File: src/rsfr_pkg.sv
package rsfr_pkg;
  // ------------------------------------------------------------
  // geometry and widths
  // ------------------------------------------------------------
  localparam int             PIX_W      = 12;
  localparam int             ADR_W      = 11;
  localparam int             WORD_W     = PIX_W + 2;
  localparam logic [10:0]    MAX_COLS   = 11'h788;  // 1928 columns
  localparam logic [10:0]    MAX_ROWS   = 11'h440;  // 1088 rows
  localparam logic [10:0]    COL_ORIGIN = 11'h00a;  // first column read
  localparam logic [10:0]    ROW_ORIGIN = 11'h00e;  // first row read
  localparam logic [10:0]    EMB_ROWS   = 11'h002;
  localparam logic [10:0]    STAT_ROWS  = 11'h002;

  // ------------------------------------------------------------
  // timing
  // ------------------------------------------------------------
  localparam int             CLK_MHZ         = 50;
  localparam int             PIXEL_OUT_CLOCK_PERIOD_NS = 160;
  localparam logic [3:0]     PIX_HALF   = 4'(PIXEL_OUT_CLOCK_PERIOD_NS * CLK_MHZ / 2000);
  localparam int             SHUT_SHIFT = 8;        // clock cycles per row, log2
  localparam logic [19:0]    GR_RESET_CYC  = 20'h00040;
  localparam logic [19:0]    SHUT_CLOSE_CYC = 20'h00100;

  // ------------------------------------------------------------
  // encodings
  // ------------------------------------------------------------
  localparam logic [1:0]     K_EMB  = 2'h0;
  localparam logic [1:0]     K_ACT  = 2'h1;
  localparam logic [1:0]     K_STAT = 2'h2;
  localparam logic [1:0]     OUT_BOTH   = 2'h0;
  localparam logic [1:0]     OUT_FIRST  = 2'h1;
  localparam logic [1:0]     OUT_SECOND = 2'h2;
  localparam logic [3:0]     RATIO_BASE = 4'h2;     // code 0 means 4x

  typedef enum logic [2:0] {
    ST_IDLE, ST_GR_RESET, ST_GR_EXPOSE, ST_GR_CLOSE,
    ST_ROWS, ST_HBLANK, ST_VBLANK
  } rsfr_state_e;
endpackage

File: src/rsfr_buf2.sv
`timescale 1ns/100ps
`default_nettype none
module rsfr_buf2 #(
  parameter int W = 14
) (
  // clock and reset
  input  wire logic         i_clk,
  input  wire logic         i_reset_n,
  // fill side
  input  wire logic         i_in_valid,
  input  wire logic [W-1:0] i_in_data,
  output logic              o_in_ready,
  // drain side
  output logic              o_out_valid,
  output logic [W-1:0]      o_out_data,
  input  wire logic         i_out_ready
);
  logic [W-1:0] mem_ff [2];
  logic         wr_ff;
  logic         rd_ff;
  logic [1:0]   cnt_ff;
  wire          push = i_in_valid && o_in_ready;
  wire          pop  = o_out_valid && i_out_ready;

  // honest full and empty
  assign o_in_ready  = (cnt_ff != 2'h2);
  assign o_out_valid = (cnt_ff != 2'h0);
  assign o_out_data  = mem_ff[rd_ff];

  // storage
  always_ff @(posedge i_clk) begin
    if (push) begin
      mem_ff[wr_ff] <= i_in_data;
    end
  end

  // pointers and fill count
  always_ff @(posedge i_clk or negedge i_reset_n) begin
    if (!i_reset_n) begin
      wr_ff  <= 1'b0;
      rd_ff  <= 1'b0;
      cnt_ff <= 2'h0;
    end else begin
      wr_ff  <= wr_ff ^ push;
      rd_ff  <= rd_ff ^ pop;
      cnt_ff <= cnt_ff + {1'b0, push} - {1'b0, pop};
    end
  end
endmodule
`default_nettype wire

File: src/rsfr_readout.sv
`timescale 1ns/100ps
`default_nettype none
module rsfr_readout
  import rsfr_pkg::*;
#(
  parameter logic [10:0] HBLANK_WORDS = 11'h010,
  parameter logic [10:0] VBLANK_WORDS = 11'h020
) (
  // clock and reset
  input  wire logic             i_clk,
  input  wire logic             i_reset_n,
  // parallel output pins
  input  wire logic             i_output_enable_n,
  output logic                  o_pixel_out_clock,
  output logic                  o_frame_valid,
  output logic                  o_line_valid,
  output logic [PIX_W-1:0]      o_pixel_data,
  output logic                  o_bus_oe,
  output logic                  o_shutter_open,
  output logic                  o_global_reset,
  // configuration
  input  wire logic             i_stream_enable,
  input  wire logic             i_global_mode,
  input  wire logic             i_capture_start,
  input  wire logic             i_hdr_enable,
  input  wire logic [1:0]       i_hdr_ratio,
  input  wire logic             i_hdr_arbitrary,
  input  wire logic [ADR_W-1:0] i_t2_rows,
  input  wire logic [1:0]       i_hdr_out_sel,
  input  wire logic [ADR_W-1:0] i_integ_rows,
  input  wire logic             i_embed_data_en,
  input  wire logic             i_embed_stats_en,
  input  wire logic             i_mirror_h,
  input  wire logic             i_mirror_v,
  input  wire logic [ADR_W-1:0] i_win_cols,
  input  wire logic [ADR_W-1:0] i_win_rows,
  // pixel array
  output logic [ADR_W-1:0]      o_array_col,
  output logic [ADR_W-1:0]      o_array_row,
  input  wire logic [PIX_W-1:0] i_array_data,
  output logic                  o_reset_strobe,
  output logic [ADR_W-1:0]      o_reset_row,
  output logic                  o_reset_second,
  // status
  output logic                  o_frame_busy,
  output logic                  o_hdr_active
);
  // ------------------------------------------------------------
  // helpers
  // ------------------------------------------------------------
  function automatic logic [10:0] clamp(input logic [10:0] v, input logic [10:0] mx);
    clamp = (v == 11'h000) ? 11'h001 : ((v > mx) ? mx : v);
  endfunction

  function automatic logic [10:0] wrap(input logic [10:0] a, input logic [10:0] b,
                                       input logic [10:0] n);
    logic [11:0] s;
    s = ({1'b0, a} + {1'b0, b}) % {1'b0, n};  // offset may exceed the window
    wrap = s[10:0];
  endfunction

  rsfr_state_e      state_ff;
  rsfr_state_e      nxt_state;
  logic [3:0]       half_ff;
  logic             ph_ff;
  logic [19:0]      cnt_ff;
  logic [10:0]      col_ff;
  logic [10:0]      line_ff;
  logic [10:0]      blank_ff;
  logic [1:0]       kind_ff;
  logic             exp_ff;
  logic             gr_ff;
  logic [10:0]      cols_ff;
  logic [10:0]      rows_ff;
  logic [10:0]      integ_ff;
  logic [10:0]      t2_ff;
  logic             hdr_ff;
  logic [1:0]       sel_ff;
  logic             emb_ff;
  logic             stat_ff;
  logic             mir_h_ff;
  logic             mir_v_ff;
  logic [11:0]      frame_cnt_ff;
  logic [23:0]      sum_ff;
  logic             oe_n_q;
  logic             in_ready;
  logic             out_valid;
  logic [WORD_W-1:0] out_word;

  // ------------------------------------------------------------
  // pixel clock divider and output enable
  // ------------------------------------------------------------
  wire half_tick = (half_ff == PIX_HALF - 4'h1);
  wire fall_en   = half_tick && o_pixel_out_clock;

  rsfr_sync3 #(.RST_VAL(1'b1)) u_oe_sync (
    .i_clk     (i_clk),
    .i_reset_n (i_reset_n),
    .i_pin     (i_output_enable_n),
    .o_level   (oe_n_q)
  );

  // divide the core clock into the pixel clock, oe follows the pin
  always_ff @(posedge i_clk or negedge i_reset_n) begin
    if (!i_reset_n) begin
      half_ff           <= 4'h0;
      o_pixel_out_clock <= 1'b0;
      o_bus_oe          <= 1'b0;
    end else begin
      half_ff           <= half_tick ? 4'h0 : half_ff + 4'h1;
      o_pixel_out_clock <= o_pixel_out_clock ^ half_tick;
      o_bus_oe          <= !oe_n_q;
    end
  end

  // ------------------------------------------------------------
  // line sequencing decode
  // ------------------------------------------------------------
  wire in_stream  = (state_ff == ST_ROWS) || (state_ff == ST_HBLANK) ||
                    (state_ff == ST_VBLANK);
  wire push       = in_stream && ph_ff && in_ready;
  wire last_col   = (col_ff == cols_ff - 11'h001);
  wire hb_done    = push && (state_ff == ST_HBLANK) && (blank_ff == HBLANK_WORDS);
  wire vb_done    = push && (state_ff == ST_VBLANK) && (blank_ff == VBLANK_WORDS);
  wire act_last   = (line_ff == rows_ff - 11'h001);
  wire emb_last   = (line_ff == EMB_ROWS - 11'h001);
  wire stat_last  = (line_ff == STAT_ROWS - 11'h001);
  wire two_lines  = hdr_ff && !exp_ff && (kind_ff == K_ACT);
  wire frame_end  = (kind_ff == K_STAT && stat_last) ||
                    (kind_ff == K_ACT && !two_lines && act_last && !stat_ff);
  wire gr_go      = (state_ff == ST_IDLE) && i_global_mode && i_capture_start;
  wire rs_go      = i_stream_enable && !i_global_mode;
  wire start_frame = ((state_ff == ST_IDLE) && rs_go) ||
                     (vb_done && rs_go && !gr_ff) ||
                     ((state_ff == ST_GR_CLOSE) && (cnt_ff == SHUT_CLOSE_CYC));
  wire [10:0] integ_new = clamp(i_integ_rows, MAX_ROWS);
  wire [10:0] t2_auto = integ_new >> (RATIO_BASE + {2'h0, i_hdr_ratio});
  wire [10:0] t2_pick = i_hdr_arbitrary ? i_t2_rows : t2_auto;
  wire shown      = (kind_ff != K_ACT) || !hdr_ff || (sel_ff == OUT_BOTH) ||
                    ((sel_ff == OUT_FIRST) && !exp_ff) ||
                    ((sel_ff == OUT_SECOND) && exp_ff);
  wire [10:0] col_m = mir_h_ff ? cols_ff - 11'h001 - col_ff : col_ff;
  wire [10:0] row_m = mir_v_ff ? rows_ff - 11'h001 - line_ff : line_ff;
  wire [PIX_W-1:0] word_px = (kind_ff == K_ACT) ? i_array_data :
                             (kind_ff == K_EMB) ?
                             ((col_ff == 11'h000) ? frame_cnt_ff : {1'b0, integ_ff}) :
                             sum_ff[23:12];
  wire row_word   = (state_ff == ST_ROWS);
  wire [WORD_W-1:0] in_word = {state_ff != ST_VBLANK, row_word && shown,
                               row_word ? word_px : {PIX_W{1'b0}}};

  // ------------------------------------------------------------
  // state machine
  // ------------------------------------------------------------
  always_comb begin
    nxt_state = state_ff;
    case (state_ff)
      ST_IDLE: begin
        if (gr_go) begin
          nxt_state = ST_GR_RESET;
        end else if (start_frame) begin
          nxt_state = ST_ROWS;
        end
      end
      ST_GR_RESET: begin
        if (cnt_ff == GR_RESET_CYC) begin
          nxt_state = ST_GR_EXPOSE;
        end
      end
      ST_GR_EXPOSE: begin
        if (cnt_ff == {1'b0, integ_ff, SHUT_SHIFT'(0)}) begin
          nxt_state = ST_GR_CLOSE;
        end
      end
      ST_GR_CLOSE: begin
        if (start_frame) begin
          nxt_state = ST_ROWS;
        end
      end
      ST_ROWS: begin
        if (push && last_col) begin
          nxt_state = ST_HBLANK;
        end
      end
      ST_HBLANK: begin
        if (hb_done) begin
          nxt_state = frame_end ? ST_VBLANK : ST_ROWS;
        end
      end
      ST_VBLANK: begin
        if (start_frame) begin
          nxt_state = ST_ROWS;
        end else if (vb_done) begin
          nxt_state = ST_IDLE;
        end
      end
      default: nxt_state = ST_IDLE;
    endcase
  end

  // state, phase and cycle counter
  always_ff @(posedge i_clk or negedge i_reset_n) begin
    if (!i_reset_n) begin
      state_ff <= ST_IDLE;
      ph_ff    <= 1'b0;
      cnt_ff   <= 20'h00000;
    end else begin
      state_ff <= nxt_state;
      ph_ff    <= in_stream && !push;
      cnt_ff   <= (nxt_state != state_ff) ? 20'h00000 : cnt_ff + 20'h00001;
    end
  end

  // settings are taken only at frame or capture start
  always_ff @(posedge i_clk or negedge i_reset_n) begin
    if (!i_reset_n) begin
      {cols_ff, rows_ff} <= {MAX_COLS, MAX_ROWS};
      {integ_ff, t2_ff}  <= {11'h001, 11'h001};
      {hdr_ff, sel_ff, emb_ff, stat_ff, mir_h_ff, mir_v_ff} <= 7'h00;
    end else if (start_frame || gr_go) begin
      cols_ff  <= clamp(i_win_cols, MAX_COLS);
      rows_ff  <= clamp(i_win_rows, MAX_ROWS);
      integ_ff <= clamp(i_integ_rows, MAX_ROWS);
      t2_ff    <= clamp(t2_pick, MAX_ROWS);
      hdr_ff   <= i_hdr_enable;
      sel_ff   <= i_hdr_out_sel;
      emb_ff   <= i_embed_data_en;
      stat_ff  <= i_embed_stats_en;
      mir_h_ff <= i_mirror_h;
      mir_v_ff <= i_mirror_v;
    end
  end

  // column, line, exposure and blanking counters
  always_ff @(posedge i_clk or negedge i_reset_n) begin
    if (!i_reset_n) begin
      {col_ff, line_ff, blank_ff} <= {3{11'h000}};
      kind_ff <= K_ACT;
      exp_ff  <= 1'b0;
      gr_ff   <= 1'b0;
    end else if (start_frame) begin
      {col_ff, line_ff, blank_ff} <= {3{11'h000}};
      kind_ff <= i_embed_data_en ? K_EMB : K_ACT;
      exp_ff  <= 1'b0;
      gr_ff   <= (state_ff == ST_GR_CLOSE);
    end else if (push) begin
      col_ff   <= (row_word && !last_col) ? col_ff + 11'h001 : 11'h000;
      blank_ff <= (row_word || hb_done) ? 11'h000 : blank_ff + 11'h001;
      if (hb_done && !frame_end) begin
        exp_ff  <= two_lines;
        line_ff <= ((kind_ff == K_ACT && two_lines) || (kind_ff == K_EMB && !emb_last) ||
                    (kind_ff == K_ACT && !act_last) || kind_ff == K_STAT) ?
                   (two_lines ? line_ff : line_ff + 11'h001) : 11'h000;
        if (kind_ff == K_EMB && emb_last) begin
          kind_ff <= K_ACT;
        end else if (kind_ff == K_ACT && !two_lines && act_last) begin
          kind_ff <= K_STAT;
        end
      end
    end
  end

  // ------------------------------------------------------------
  // array addressing, row resets, statistics
  // ------------------------------------------------------------
  always_ff @(posedge i_clk or negedge i_reset_n) begin
    if (!i_reset_n) begin
      o_array_col    <= COL_ORIGIN;
      o_array_row    <= ROW_ORIGIN;
      o_reset_strobe <= 1'b0;
      o_reset_row    <= ROW_ORIGIN;
      o_reset_second <= 1'b0;
    end else begin
      o_array_col    <= COL_ORIGIN + col_m;
      o_array_row    <= ROW_ORIGIN + row_m;
      o_reset_strobe <= push && row_word && (kind_ff == K_ACT) && (col_ff == 11'h000);
      o_reset_row    <= ROW_ORIGIN +
                        wrap(row_m, exp_ff ? t2_ff : integ_ff, rows_ff);
      o_reset_second <= exp_ff;
    end
  end

  // frame count for the embedded rows, pixel sum for the statistics rows
  always_ff @(posedge i_clk or negedge i_reset_n) begin
    if (!i_reset_n) begin
      frame_cnt_ff <= 12'h000;
      sum_ff       <= 24'h000000;
    end else if (start_frame) begin
      frame_cnt_ff <= frame_cnt_ff + 12'h001;
      sum_ff       <= 24'h000000;
    end else if (push && row_word && kind_ff == K_ACT) begin
      sum_ff <= sum_ff + {12'h000, i_array_data};
    end
  end

  // shutter control, status
  always_ff @(posedge i_clk or negedge i_reset_n) begin
    if (!i_reset_n) begin
      {o_shutter_open, o_global_reset, o_frame_busy, o_hdr_active} <= 4'h0;
    end else begin
      o_global_reset <= (nxt_state == ST_GR_RESET);
      o_shutter_open <= (nxt_state == ST_GR_EXPOSE);
      o_frame_busy   <= (nxt_state != ST_IDLE);
      o_hdr_active   <= hdr_ff;
    end
  end

  // ------------------------------------------------------------
  // word buffer and output stage
  // ------------------------------------------------------------
  rsfr_buf2 #(.W(WORD_W)) u_buf (
    .i_clk       (i_clk),
    .i_reset_n   (i_reset_n),
    .i_in_valid  (in_stream && ph_ff),
    .i_in_data   (in_word),
    .o_in_ready  (in_ready),
    .o_out_valid (out_valid),
    .o_out_data  (out_word),
    .i_out_ready (fall_en)
  );

  // new word on the falling pixel clock edge, stable at the rising one
  always_ff @(posedge i_clk or negedge i_reset_n) begin
    if (!i_reset_n) begin
      {o_frame_valid, o_line_valid, o_pixel_data} <= {WORD_W{1'b0}};
    end else if (fall_en) begin
      if (out_valid) begin
        {o_frame_valid, o_line_valid, o_pixel_data} <= out_word;
      end else begin
        o_line_valid <= 1'b0;
      end
    end
  end
endmodule
`default_nettype wire

File: src/rsfr_sync3.sv
`timescale 1ns/100ps
`default_nettype none
module rsfr_sync3 #(
  parameter logic RST_VAL = 1'b1
) (
  // clock and reset
  input  wire logic i_clk,
  input  wire logic i_reset_n,
  // pin and clean level
  input  wire logic i_pin,
  output logic      o_level
);
  logic s1_ff;
  logic s2_ff;
  logic s3_ff;

  // three stages, level moves once stages two and three agree
  always_ff @(posedge i_clk or negedge i_reset_n) begin
    if (!i_reset_n) begin
      s1_ff   <= RST_VAL;
      s2_ff   <= RST_VAL;
      s3_ff   <= RST_VAL;
      o_level <= RST_VAL;
    end else begin
      s1_ff <= i_pin;
      s2_ff <= s1_ff;
      s3_ff <= s2_ff;
      if (s2_ff == s3_ff) begin
        o_level <= s3_ff;
      end
    end
  end
endmodule
`default_nettype wire
File: config.mk
export PLATFORM = sky130hd
export DESIGN_NAME = rsfr_readout
export DESIGN_NICKNAME = d
export VERILOG_FILES = /design/src/rsfr_pkg.sv /design/src/rsfr_buf2.sv /design/src/rsfr_readout.sv /design/src/rsfr_sync3.sv
export SDC_FILE = /design/constraint.sdc
export NUM_CORES = 1
export LEC_CHECK = 0
export BUFFER_PORTS_ARGS = -buffer_cell sky130_fd_sc_hd__buf_2
export CAP_MARGIN = 20
export CORE_MARGIN = 2
export CORE_UTILIZATION = 40
export DETAILED_ROUTE_END_ITERATION = 16
export REMOVE_ABC_BUFFERS = 1
export SYNTH_ARGS = -nofsm -noshare
export SYNTH_HDL_FRONTEND = slang
export SYNTH_SLANG_ARGS = --single-unit
export TNS_END_PERCENT = 20
File: constraint.sdc
create_clock -name i_clk -period 62.4 [get_ports i_clk]
set_input_delay 9.36 -clock i_clk [delete_from_list [all_inputs] [get_ports i_clk]]
set_output_delay 9.36 -clock i_clk [all_outputs]
set_load 0.02 [all_outputs]
==> results of run 1 <==
sequential cells by signal, indices dropped and copies added, names as in the netlist, 3 cells and up:
register	flops
o_reset_row	11
o_array_col	11
o_pixel_data	12
line_ff	11
u_buf.mem_ff	28
sum_ff	24
frame_cnt_ff	12
cnt_ff	20
integ_ff	11
cols_ff	11
rows_ff	11
state_ff	3
half_ff	4
col_ff	11
o_array_row	11
blank_ff	11
t2_ff	11
cell families (layout without fill, tap and decap cells):
family | after synthesis | in the layout | synth area share (%)
AO/OA/AOI/OAI | 483 | 483 | 16.8
multiplexers | 82 | 82 | 4.73
flip-flops | 242 | 242 | 34.6
buffers and inverters | 175 | 303 | 3.75
adder cells (fa/ha/maj) | 149 | 149 | 10.6
XOR/XNOR | 183 | 183 | 9.00
AND/OR/NAND/NOR | 775 | 775 | 20.5
worst paths after layout:
kind | start | endpoint | slack [ns]
worst max-delay path | rows_ff[0]$_DFFE_PN0P_ | o_reset_row[7]$_DFF_PN0_ | 35.24
worst min-delay path | u_oe_sync.s1_ff$_DFF_PN1_ | u_oe_sync.s2_ff$_DFF_PN1_ | 0.36
worst max register to register | rows_ff[0]$_DFFE_PN0P_ | o_reset_row[7]$_DFF_PN0_ | 35.24
worst min register to register | u_oe_sync.s1_ff$_DFF_PN1_ | u_oe_sync.s2_ff$_DFF_PN1_ | 0.36
max in group asynchronous | i_reset_n | sum_ff[21]$_DFFE_PN0P_ | 52.17
min in group asynchronous | i_reset_n | o_array_col[4]$_DFF_PN0_ | 8.81
synthesized netlist by cell type (9+ instances only):
| cell | number | area share [%] |
|---|---|---|
| o22ai_1 | 18 | 0.63 |
| clkbuf_1 | 51 | 1.1 |
| xor2_1 | 64 | 3.1 |
| a21oi_1 | 130 | 3.6 |
| mux2_2 | 23 | 1.4 |
| dfrtp_1 | 192 | 27 |
| or2_2 | 9 | 0.31 |
| nor4_1 | 16 | 0.56 |
| a31oi_1 | 15 | 0.52 |
| xnor2_1 | 118 | 5.8 |
| and2_1 | 9 | 0.31 |
| o211ai_1 | 15 | 0.63 |
| o21a_1 | 24 | 1.0 |
| nand4_1 | 25 | 0.87 |
| nand2b_1 | 21 | 0.73 |
| ha_1 | 143 | 10 |
| a21boi_0 | 12 | 0.50 |
| mux2i_1 | 59 | 3.3 |
| nand2_1 | 233 | 4.9 |
| nor2_1 | 223 | 4.7 |
| o31ai_1 | 10 | 0.42 |
| o21bai_1 | 15 | 0.63 |
| a21o_1 | 31 | 1.3 |
| or3_1 | 23 | 0.80 |
| o21ai_0 | 143 | 4.0 |
| and3_1 | 24 | 0.84 |
| inv_1 | 112 | 2.3 |
| edfxtp_1 | 28 | 4.7 |
| nor3_1 | 47 | 1.3 |
| nor2b_1 | 22 | 0.77 |
| dfstp_2 | 22 | 3.2 |
| nand3_1 | 76 | 2.1 |
power breakdown:
group	internal, W	leakage [nW]	switching (W)
Combinational	0.0000834	5.87	0.000123
Clock	0.000107	0.494	0.0000702
Sequential	0.000168	2.92	0.00000381
metrics by stage:
| step | setup slack (ns) | instances | area (sq um) |
|---|---|---|---|
| floorplan | 38.61 | 2027 | 17700 |
| global placement | 36.24 | 2754 | 19200 |
| detailed placement | 35.23 | 2754 | 19200 |
| CTS | 35.23 | 2807 | 20200 |
| global route | 32.83 | 2809 | 20200 |
| finish | 35.24 | 2809 | 20200 |
critical path: cells and delay by family (launching register included):
family	cells	cell delay [ns]
and+or+nand+nor	29	4.74
DFF	1	0.53
buffers and inverters	6	1.41
adders and majority gates	16	5.15
xor gates and xnor gates	3	0.44
muxes	8	2.15
AOI/OAI and AO/OA	49	12.53
final cells by class:
| cell class | count | share of cell area (%) |
|---|---|---|
| Clock buffer | 35 | 3.95 |
| Clock inverter | 18 | 1.02 |
| Inverter | 113 | 2.10 |
| Multi-Input combinational cell | 1672 | 54.9 |
| Sequential cell | 242 | 30.8 |
| Tap cell | 592 | 3.67 |
| Timing Repair Buffer | 137 | 3.60 |
metal layers:
metal,wire length [um],vias to the layer above,share of wire [%],global-route usage (%)
li1,-,7613,-,-
met1,22100,7262,46,27.6
met2,23000,362,47,34.9
met3,2130,81,4.4,2.09
met4,1270,0,2.6,6.10
met5,0,-,0,0
==> results.sh, run 1 <==
export IMPL_status="completed"
export IMPL_hold_class="reg2reg"
export IMPL_total_power_w=0.000556
export IMPL_multiInputGateArea_sq_um=11100
export IMPL_clock_sinks=242
export IMPL_timing_hold_worst_path_depth=0
export IMPL_cts_root_buf="clkbuf_16"
export IMPL_period_share_pct=43.5
export IMPL_io_buffers=126
export IMPL_cts_buffers=29
export IMPL_setup_worst_path_end_class="flip-flop"
export IMPL_finClkSkew_ns=0.0143
export IMPL_synth_flop_cell="dfrtp_1"
export IMPL_viasPerCell=5.45
export IMPL_hold_buffers=0
export IMPL_p_per_area_nw_per_um2=27.5
export IMPL_dp_hpwl_mm=37.0
export IMPL_wl_per_cell_um=17.3
export IMPL_crit_slowest_cell="o31ai_1"
export IMPL_n_antenna_cell=0
export IMPL_core_sq_um=44300
export IMPL_ys_seq_elements=242
export IMPL_grt_max_degree=99
export IMPL_syn_cell_area_sq_um=18000
export IMPL_ios=127
export IMPL_cts_path_max_buffers=3
export IMPL_synth_seq_area_share_pct=34.6
export IMPL_cts_setup_buffers=0
export IMPL_cts_resized=0
export IMPL_cp_data_arrival_time_ns=27.58
export IMPL_synth_area_per_cell_sq_um=8.60
export IMPL_final_common_cell="nand2_1"
export IMPL_clkTransAtPathRegs_ns=0.06
export IMPL_ys_types=86
export IMPL_cts_tree="done"
export IMPL_grt_total_usage_pct=20.5
export IMPL_wirelength_mm=48.6
export IMPL_nets=2415
export IMPL_worst_setup_path_start_kind="flip-flop"
export IMPL_fill_cells=4330
export IMPL_timing_setup_tns_ns=0
export IMPL_setup_viol=0
export IMPL_vias=15318
export IMPL_yosys_warnings=0
export IMPL_worst_slew_pin_slew_ns=0.942
export IMPL_critPathKind="reg2reg"
export IMPL_vdd_drop_max_mv=0.0175
export IMPL_max_slew_margin_pct=37.2
export IMPL_finalHoldViolations=0
export IMPL_ys_async_sr_fraction_pct=88.4
export IMPL_final_util_pct=45.6
export IMPL_final_cell_mix="233 x nand2_1, 222 x nor2_1, 192 x dfrtp_1"
export IMPL_cp_common_cell="ha_1"
export IMPL_path_max_fanout=19
export IMPL_synth_edf_count=28
export IMPL_r2r_cells=111
export IMPL_drv_slew=0
export IMPL_drc=0
export IMPL_clk_latency_ns=0.57
export IMPL_die_w_um=216
export IMPL_antenna_found_initial=0
export IMPL_cap_violations=0
export IMPL_cts_max_level=1
export IMPL_fp_row_count=77
export IMPL_syn_inst=2089
export IMPL_place_gp_congestion=0.916
export IMPL_grt_pass1_wl_mm=78.0
export IMPL_die_y_um=216
export IMPL_critical_path_required_ns=62.82
export IMPL_dr_pass1_iters=7
export IMPL_leakage_nw=9.28
export IMPL_overflow=0
export IMPL_fmax_ghz=0.0368
export IMPL_hold_worst_slack_ns=0.355
export IMPL_fin_crit_ns=27.16
export IMPL_initial_utilization_pct=40.5
export IMPL_rsz0062_at_grt="false"
export IMPL_die_area_sq_um=46600
export IMPL_area_growth_syn_to_layout_pct=12.5
export IMPL_max_stage_delay_ns=0.71
export IMPL_drive_gt1_share_pct=12.2
export IMPL_drtIter0Drc=1044
export IMPL_seq_area_sq_um=6220
export IMPL_grt_pass1_vias=14567
export IMPL_ant_nets=0
No activity file was read; power rests on OpenSTA's default activity.
==> run 2: changes to the inputs <==
==> constraint.sdc (replaced) <==
create_clock -name i_clk -period 27.8 [get_ports i_clk]
set_input_delay 4.17 -clock i_clk [delete_from_list [all_inputs] [get_ports i_clk]]
set_output_delay 4.17 -clock i_clk [all_outputs]
set_load 0.02 [all_outputs]
==> run 2 against run 1 <==
Compared with the run above:
- sequential power increased by 120%
- routed wire length increased by 0.16%
- design area increased by 0.17%
- clock power increased by 110%
- hold slack got worse by 0.0010 ns
- global-route usage decreased by 0.093 points
- clock-buffer cell count increased by 5
- setup slack got worse by 33 ns
- sequential cell count unchanged
- highest routed layer unchanged
==> results.sh, run 2 (synthesis results as in run 1) <==
export IMPL_status="completed"
export IMPL_finalHoldViolations=0
export IMPL_ant_nets=0
export IMPL_final_cell_mix="231 x nand2_1, 222 x nor2_1, 192 x dfrtp_1"
export IMPL_critPathKind="reg2reg"
export IMPL_core_sq_um=44300
export IMPL_grt_pass1_wl_mm=77.8
export IMPL_setup_worst_path_end_class="flip-flop"
export IMPL_seq_area_sq_um=6220
export IMPL_ios=127
export IMPL_fmax_ghz=0.0394
export IMPL_rsz0062_at_grt="false"
export IMPL_die_w_um=216
export IMPL_area_growth_syn_to_layout_pct=12.7
export IMPL_final_area_sq_um=20200
export IMPL_cts_buffers=29
export IMPL_vias=15281
export IMPL_switching_power_w=0.000442
export IMPL_grt_busiest_layer="met2"
export IMPL_timing_hold_worst_path_depth=0
export IMPL_place_area_sq_um=19200
export IMPL_period_share_pct=91.3
export IMPL_clock_sinks=242
export IMPL_hold_class="reg2reg"
export IMPL_vdd_drop_max_mv=0.0428
export IMPL_final_common_cell="nand2_1"
export IMPL_n_antenna_cell=0
export IMPL_cts_max_level=1
export IMPL_crit_slowest_cell="o31ai_2"
export IMPL_clk_latency_ns=0.56
export IMPL_dp_hpwl_mm=37.1
export IMPL_nets=2420
export IMPL_cts_path_max_buffers=3
export IMPL_place_gp_congestion=0.915
export IMPL_cts_root_buf="clkbuf_16"
export IMPL_antenna_found_initial=0
export IMPL_max_stage_delay_ns=0.49
export IMPL_whs_endpoint="u_oe_sync.s2_ff$_DFF_PN1_"
export IMPL_clock_power_share_pct=30.7
export IMPL_use_met1_pct=27.3
export IMPL_leakage_nw=9.26
export IMPL_multiInputGateArea_sq_um=11100
export IMPL_viasPerCell=5.43
export IMPL_finClkSkew_ns=0.0122
export IMPL_drive_gt1_share_pct=12.5
export IMPL_pre_cts_slack_ns=1.33
export IMPL_drc=0
export IMPL_r2r_cells=110
export IMPL_p_int_w=0.000791
export IMPL_p_per_area_nw_per_um2=60.9
export IMPL_die_y_um=216
export IMPL_fp_row_count=77
export IMPL_cts_tree="done"
export IMPL_clkTransAtPathRegs_ns=0.06
export IMPL_grt_max_degree=99
export IMPL_cap_violations=0
export IMPL_switching_share_pct=35.9
export IMPL_path_max_fanout=19
export IMPL_fin_ws_ns=2.43
export IMPL_hp_start="u_oe_sync.s1_ff$_DFF_PN1_"
export IMPL_dr_pass1_iters=7
export IMPL_combPwrFrac_pct=37.9
export IMPL_drv_slew=0
export IMPL_max_slew_margin_pct=35.6
export IMPL_rr_startpoint="rows_ff[1]$_DFFE_PN0P_"
export IMPL_final_util_pct=45.7
export IMPL_hold_buffers=0
export IMPL_critical_path_required_ns=28.23
export IMPL_fill_cells=4416
export IMPL_reg_top3="u_buf.mem_ff: 28 flops, sum_ff: 24 flops, cnt_ff: 20 flops"
export IMPL_cp_common_cell="ha_1"
export IMPL_use_met2_pct=34.9
export IMPL_initial_utilization_pct=40.5
export IMPL_drtIter0Drc=895
export IMPL_worst_slew_pin_slew_ns=0.966
export IMPL_wl_per_cell_um=17.3
export IMPL_pwr_share_seq_pct=31.3
export IMPL_largest_register_ffs=28
export IMPL_grt_pass1_vias=14704
export IMPL_wirelength_mm=48.6
export IMPL_io_buffers=126
export IMPL_regMostFlops="u_buf.mem_ff"
export IMPL_timing_setup_tns_ns=0
export IMPL_overflow=0
export IMPL_rr_endpoint="o_reset_row[7]$_DFF_PN0_"
export IMPL_cp_data_arrival_time_ns=25.80
export IMPL_die_area_sq_um=46600
export IMPL_grt_total_usage_pct=20.4
export IMPL_r2r_slack_ns=2.43
export IMPL_worst_setup_path_start_kind="flip-flop"
export IMPL_grtUsageMet3_pct=2.31
export IMPL_fin_crit_ns=25.37
export IMPL_setup_viol=0
export IMPL_total_power_w=0.00123
==> run 2: stage by stage <==
| stage | instances | hold slack [ns] |
|---|---|---|
| 2_1_floorplan | 2027 | 0.345 |
| 3_3_place_gp | 2755 | 0.347 |
| 3_5_place_dp | 2755 | 0.347 |
| 4_1_cts | 2808 | 0.355 |
| 5_1_grt | 2814 | 0.361 |
| 6_report | 2814 | 0.354 |
==> run 2: power groups by stage <==
stage          Clock (W)  Combinational [W]  Sequential [W]
2_1_floorplan          0           0.000331        0.000405
3_3_place_gp           0           0.000455        0.000393
3_5_place_dp           0           0.000459        0.000393
4_1_cts         0.000388           0.000462        0.000387
5_1_grt         0.000404           0.000517        0.000388
6_report        0.000379           0.000468        0.000386
==> run 2: worst max-delay path: cells and delay by family, from the launching register on <==
| family | cells | cell delay [ns] |
|---|---|---|
| compound gates | 51 | 11.85 |
| xor+xnor | 3 | 0.49 |
| fa+ha+maj | 16 | 5.41 |
| buf+inv | 6 | 1.23 |
| flops | 1 | 0.44 |
| mux | 6 | 1.25 |
| simple gates | 28 | 4.56 |
==> run 2: timing repair <==
item / in CTS / in global routing
gates resized for setup: 0 / 11
endpoints found under the setup margin: 0 / 11
setup buffers: 0 / 5
==> run 2: worst max-delay path by stage <==
| stage | endpoint | slack, ns | startpoint |
|---|---|---|---|
| CTS | o_reset_row[7]$_DFF_PN0_ | 1.31 | rows_ff[0]$_DFFE_PN0P_ |
| floorplan | o_reset_row[7]$_DFF_PN0_ | 4.01 | rows_ff[1]$_DFFE_PN0P_ |
| detailed placement | o_reset_row[7]$_DFF_PN0_ | 1.33 | rows_ff[0]$_DFFE_PN0P_ |
| global placement | o_reset_row[7]$_DFF_PN0_ | 2.19 | rows_ff[0]$_DFFE_PN0P_ |
| finish | o_reset_row[7]$_DFF_PN0_ | 2.43 | rows_ff[1]$_DFFE_PN0P_ |
| global route | o_reset_row[7]$_DFF_PN0_ | 0.11 | rows_ff[1]$_DFFE_PN0P_ |
==> run 2: layer usage <==
layer | vias to the layer above | wire [um] | share of wire (%)
li1 | 7611 | - | -
met1 | 7245 | 22200 | 46
met2 | 344 | 23100 | 48
met3 | 81 | 2100 | 4.3
met4 | 0 | 1230 | 2.5
met5 | - | 0 | 0
==> run 2: area by class of cell <==
type | count | share of cell area (%)
clock inverters | 13 | 0.655
multi-input cells | 1672 | 55.0
well taps | 592 | 3.66
inverters | 113 | 2.13
repair buffers | 142 | 3.80
clock buffers | 40 | 4.04
flip-flops and latches | 242 | 30.7
==> run 3: changes to the inputs <==
--- a/config.mk
+++ b/config.mk
@@ -10,6 +10,7 @@
 export CORE_MARGIN = 2
 export CORE_UTILIZATION = 40
 export DETAILED_ROUTE_END_ITERATION = 16
+export PLACE_DENSITY = 0.64
 export REMOVE_ABC_BUFFERS = 1
 export SYNTH_ARGS = -nofsm -noshare
 export SYNTH_HDL_FRONTEND = slang
==> run 3 against run 2 <==
Compared with the run above:
- via count grew 0.94%
- combinational power is 1% lower
- sequential power hardly changed
- die area did not move
- non-clock buffer count grew 1
- setup slack got worse by 0.23 ns
- maximum frequency is 0.89% lower
- power decreased by 1.2%
- sequential cell count is the same
- final cell count did not move
- core utilization about the same
- critical path type unchanged
- largest cell class unchanged
- highest routed layer unchanged
==> results.sh, run 3 (synthesis results as in run 1) <==
export IMPL_cts_tree="done"
export IMPL_max_stage_delay_ns=0.58
export IMPL_finClkSkew_ns=0.0209
export IMPL_overflow=0
export IMPL_fin_crit_ns=25.60
export IMPL_hold_class="reg2reg"
export IMPL_fp_row_count=77
export IMPL_cts_path_max_buffers=3
export IMPL_area_growth_syn_to_layout_pct=12.6
export IMPL_period_share_pct=92.1
export IMPL_reg_top3="u_buf.mem_ff: 28 flops, sum_ff: 24 flops, cnt_ff: 20 flops"
export IMPL_drtIter0Drc=1052
export IMPL_initial_utilization_pct=40.5
export IMPL_ant_nets=0
export IMPL_io_buffers=126
export IMPL_crit_family="compound AO/OA/AOI/OAI gates"
export IMPL_cts_buffers=28
export IMPL_path_max_fanout=19
export IMPL_final_cell_mix="231 x nand2_1, 222 x nor2_1, 192 x dfrtp_1"
export IMPL_path_buf_inv=6
export IMPL_vias=15424
export IMPL_drive_gt1_share_pct=12.6
export IMPL_grt_total_usage_pct=19.9
export IMPL_nets=2420
export IMPL_critPathKind="reg2reg"
export IMPL_largest_register_ffs=28
export IMPL_rsz0062_at_grt="false"
export IMPL_critical_path_required_ns=28.23
export IMPL_clk_latency_ns=0.56
export IMPL_cts_root_buf="clkbuf_16"
export IMPL_viasPerCell=5.48
export IMPL_dr_pass1_iters=5
export IMPL_status="completed"
export IMPL_finalHoldViolations=0
export IMPL_regMostFlops="u_buf.mem_ff"
export IMPL_final_area_sq_um=20200
export IMPL_hold_buffers=0
export IMPL_leakage_nw=9.28
export IMPL_ios=127
export IMPL_place_area_sq_um=19200
export IMPL_n_antenna_cell=0
export IMPL_drc=0
export IMPL_cp_data_arrival_time_ns=26.03
export IMPL_cp_common_cell="ha_1"
export IMPL_cap_violations=0
export IMPL_drv_slew=0
export IMPL_vdd_drop_max_mv=0.0364
export IMPL_fin_ws_ns=2.20
export IMPL_grt_max_degree=76
export IMPL_antenna_found_initial=1
export IMPL_setup_viol=0
export IMPL_crit_slowest_cell="dfrtp_1"
export IMPL_timing_setup_tns_ns=0
export IMPL_die_y_um=216
export IMPL_die_w_um=216
export IMPL_setup_worst_path_end_class="flip-flop"
export IMPL_worst_setup_path_start_kind="flip-flop"
export IMPL_final_common_cell="nand2_1"
export IMPL_core_sq_um=44300
export IMPL_grt_pass1_vias=14762
export IMPL_clkTransAtPathRegs_ns=0.06
export IMPL_fmax_ghz=0.0391
export IMPL_clock_sinks=242
export IMPL_cts_max_level=1
export IMPL_p_per_area_nw_per_um2=60.2
export IMPL_dp_hpwl_mm=36.4
export IMPL_worst_slew_pin_slew_ns=1.07
export IMPL_grt_pass1_wl_mm=76.5
export IMPL_max_slew_margin_pct=28.4
export IMPL_wirelength_mm=47.4
export IMPL_die_area_sq_um=46600
export IMPL_pre_cts_slack_ns=0.717
export IMPL_wl_per_cell_um=16.9
export IMPL_place_gp_congestion=0.927
[run 3: what timing repair did]
action,in CTS,in global routing
buffers inserted,0,9
setup endpoints to repair,0,11
resized for setup,0,10
[run 3: layout make-up]
cell class	instances	area, sq um
clock buffer	39	853
clock inverter	13	100
fill	4337	24100
inverter	113	432
multi-input combinational	1672	11100
sequential	242	6220
tap	592	741
timing repair buffer	143	768
[run 3: layer usage]
layer / up-vias / GRT usage (%) / share of wire [%]
met5: - / 0 / 0
met4: 0 / 5.98 / 2.7
met3: 82 / 2.27 / 4.2
met2: 318 / 34.1 / 47
met1: 7400 / 26.4 / 46
li1: 7624 / - / -
[run 3: power by group]
part	internal [W]	total [W]	switching, W
combinational	0.000188	0.000462	0.000274
sequential	0.000378	0.000386	0.00000876
clock	0.000223	0.000370	0.000148
[run 3: worst register-to-register path, delay by kind of cell, from the launching register on]
kind                       cells  cell delay [ns]
muxes                          6             1.24
DFF                            1             0.58
AOI/OAI and AO/OA             51            12.36
xor gates and xnor gates       3             0.46
and+or+nand+nor               29             4.68
buffers and inverters          6             0.84
adders and majority gates     16             5.28
[run 3: worst paths after layout]
| check | cells past startpoint | to | startpoint | slack (ns) |
|---|---|---|---|---|
| setup / recovery | 111 | o_reset_row[7]$_DFF_PN0_ | rows_ff[0]$_DFFE_PN0P_ | 2.20 |
| min in group asynchronous | 1 | o_array_col[5]$_DFF_PN0_ | i_reset_n | 3.59 |
| hold reg to reg | 0 | u_oe_sync.s2_ff$_DFF_PN1_ | u_oe_sync.s1_ff$_DFF_PN1_ | 0.35 |
| max in group asynchronous | 3 | o_global_reset$_DFF_PN0_ | i_reset_n | 21.96 |
| hold / removal | 0 | u_oe_sync.s2_ff$_DFF_PN1_ | u_oe_sync.s1_ff$_DFF_PN1_ | 0.35 |
| setup reg to reg | 111 | o_reset_row[7]$_DFF_PN0_ | rows_ff[0]$_DFFE_PN0P_ | 2.20 |
[run 3: stage by stage]
step | util (%) | std cells | total power [W] | hold WS, ns
4_1_cts | 45.4 | 2805 | 0.00123 | 0.355
6_report | 45.6 | 2814 | 0.00122 | 0.354
2_1_floorplan | - | 2027 | 0.000736 | 0.345
3_3_place_gp | 43.3 | 2753 | 0.000847 | 0.349
5_1_grt | 45.6 | 2814 | 0.00130 | 0.365
3_5_place_dp | 43.3 | 2753 | 0.000848 | 0.347
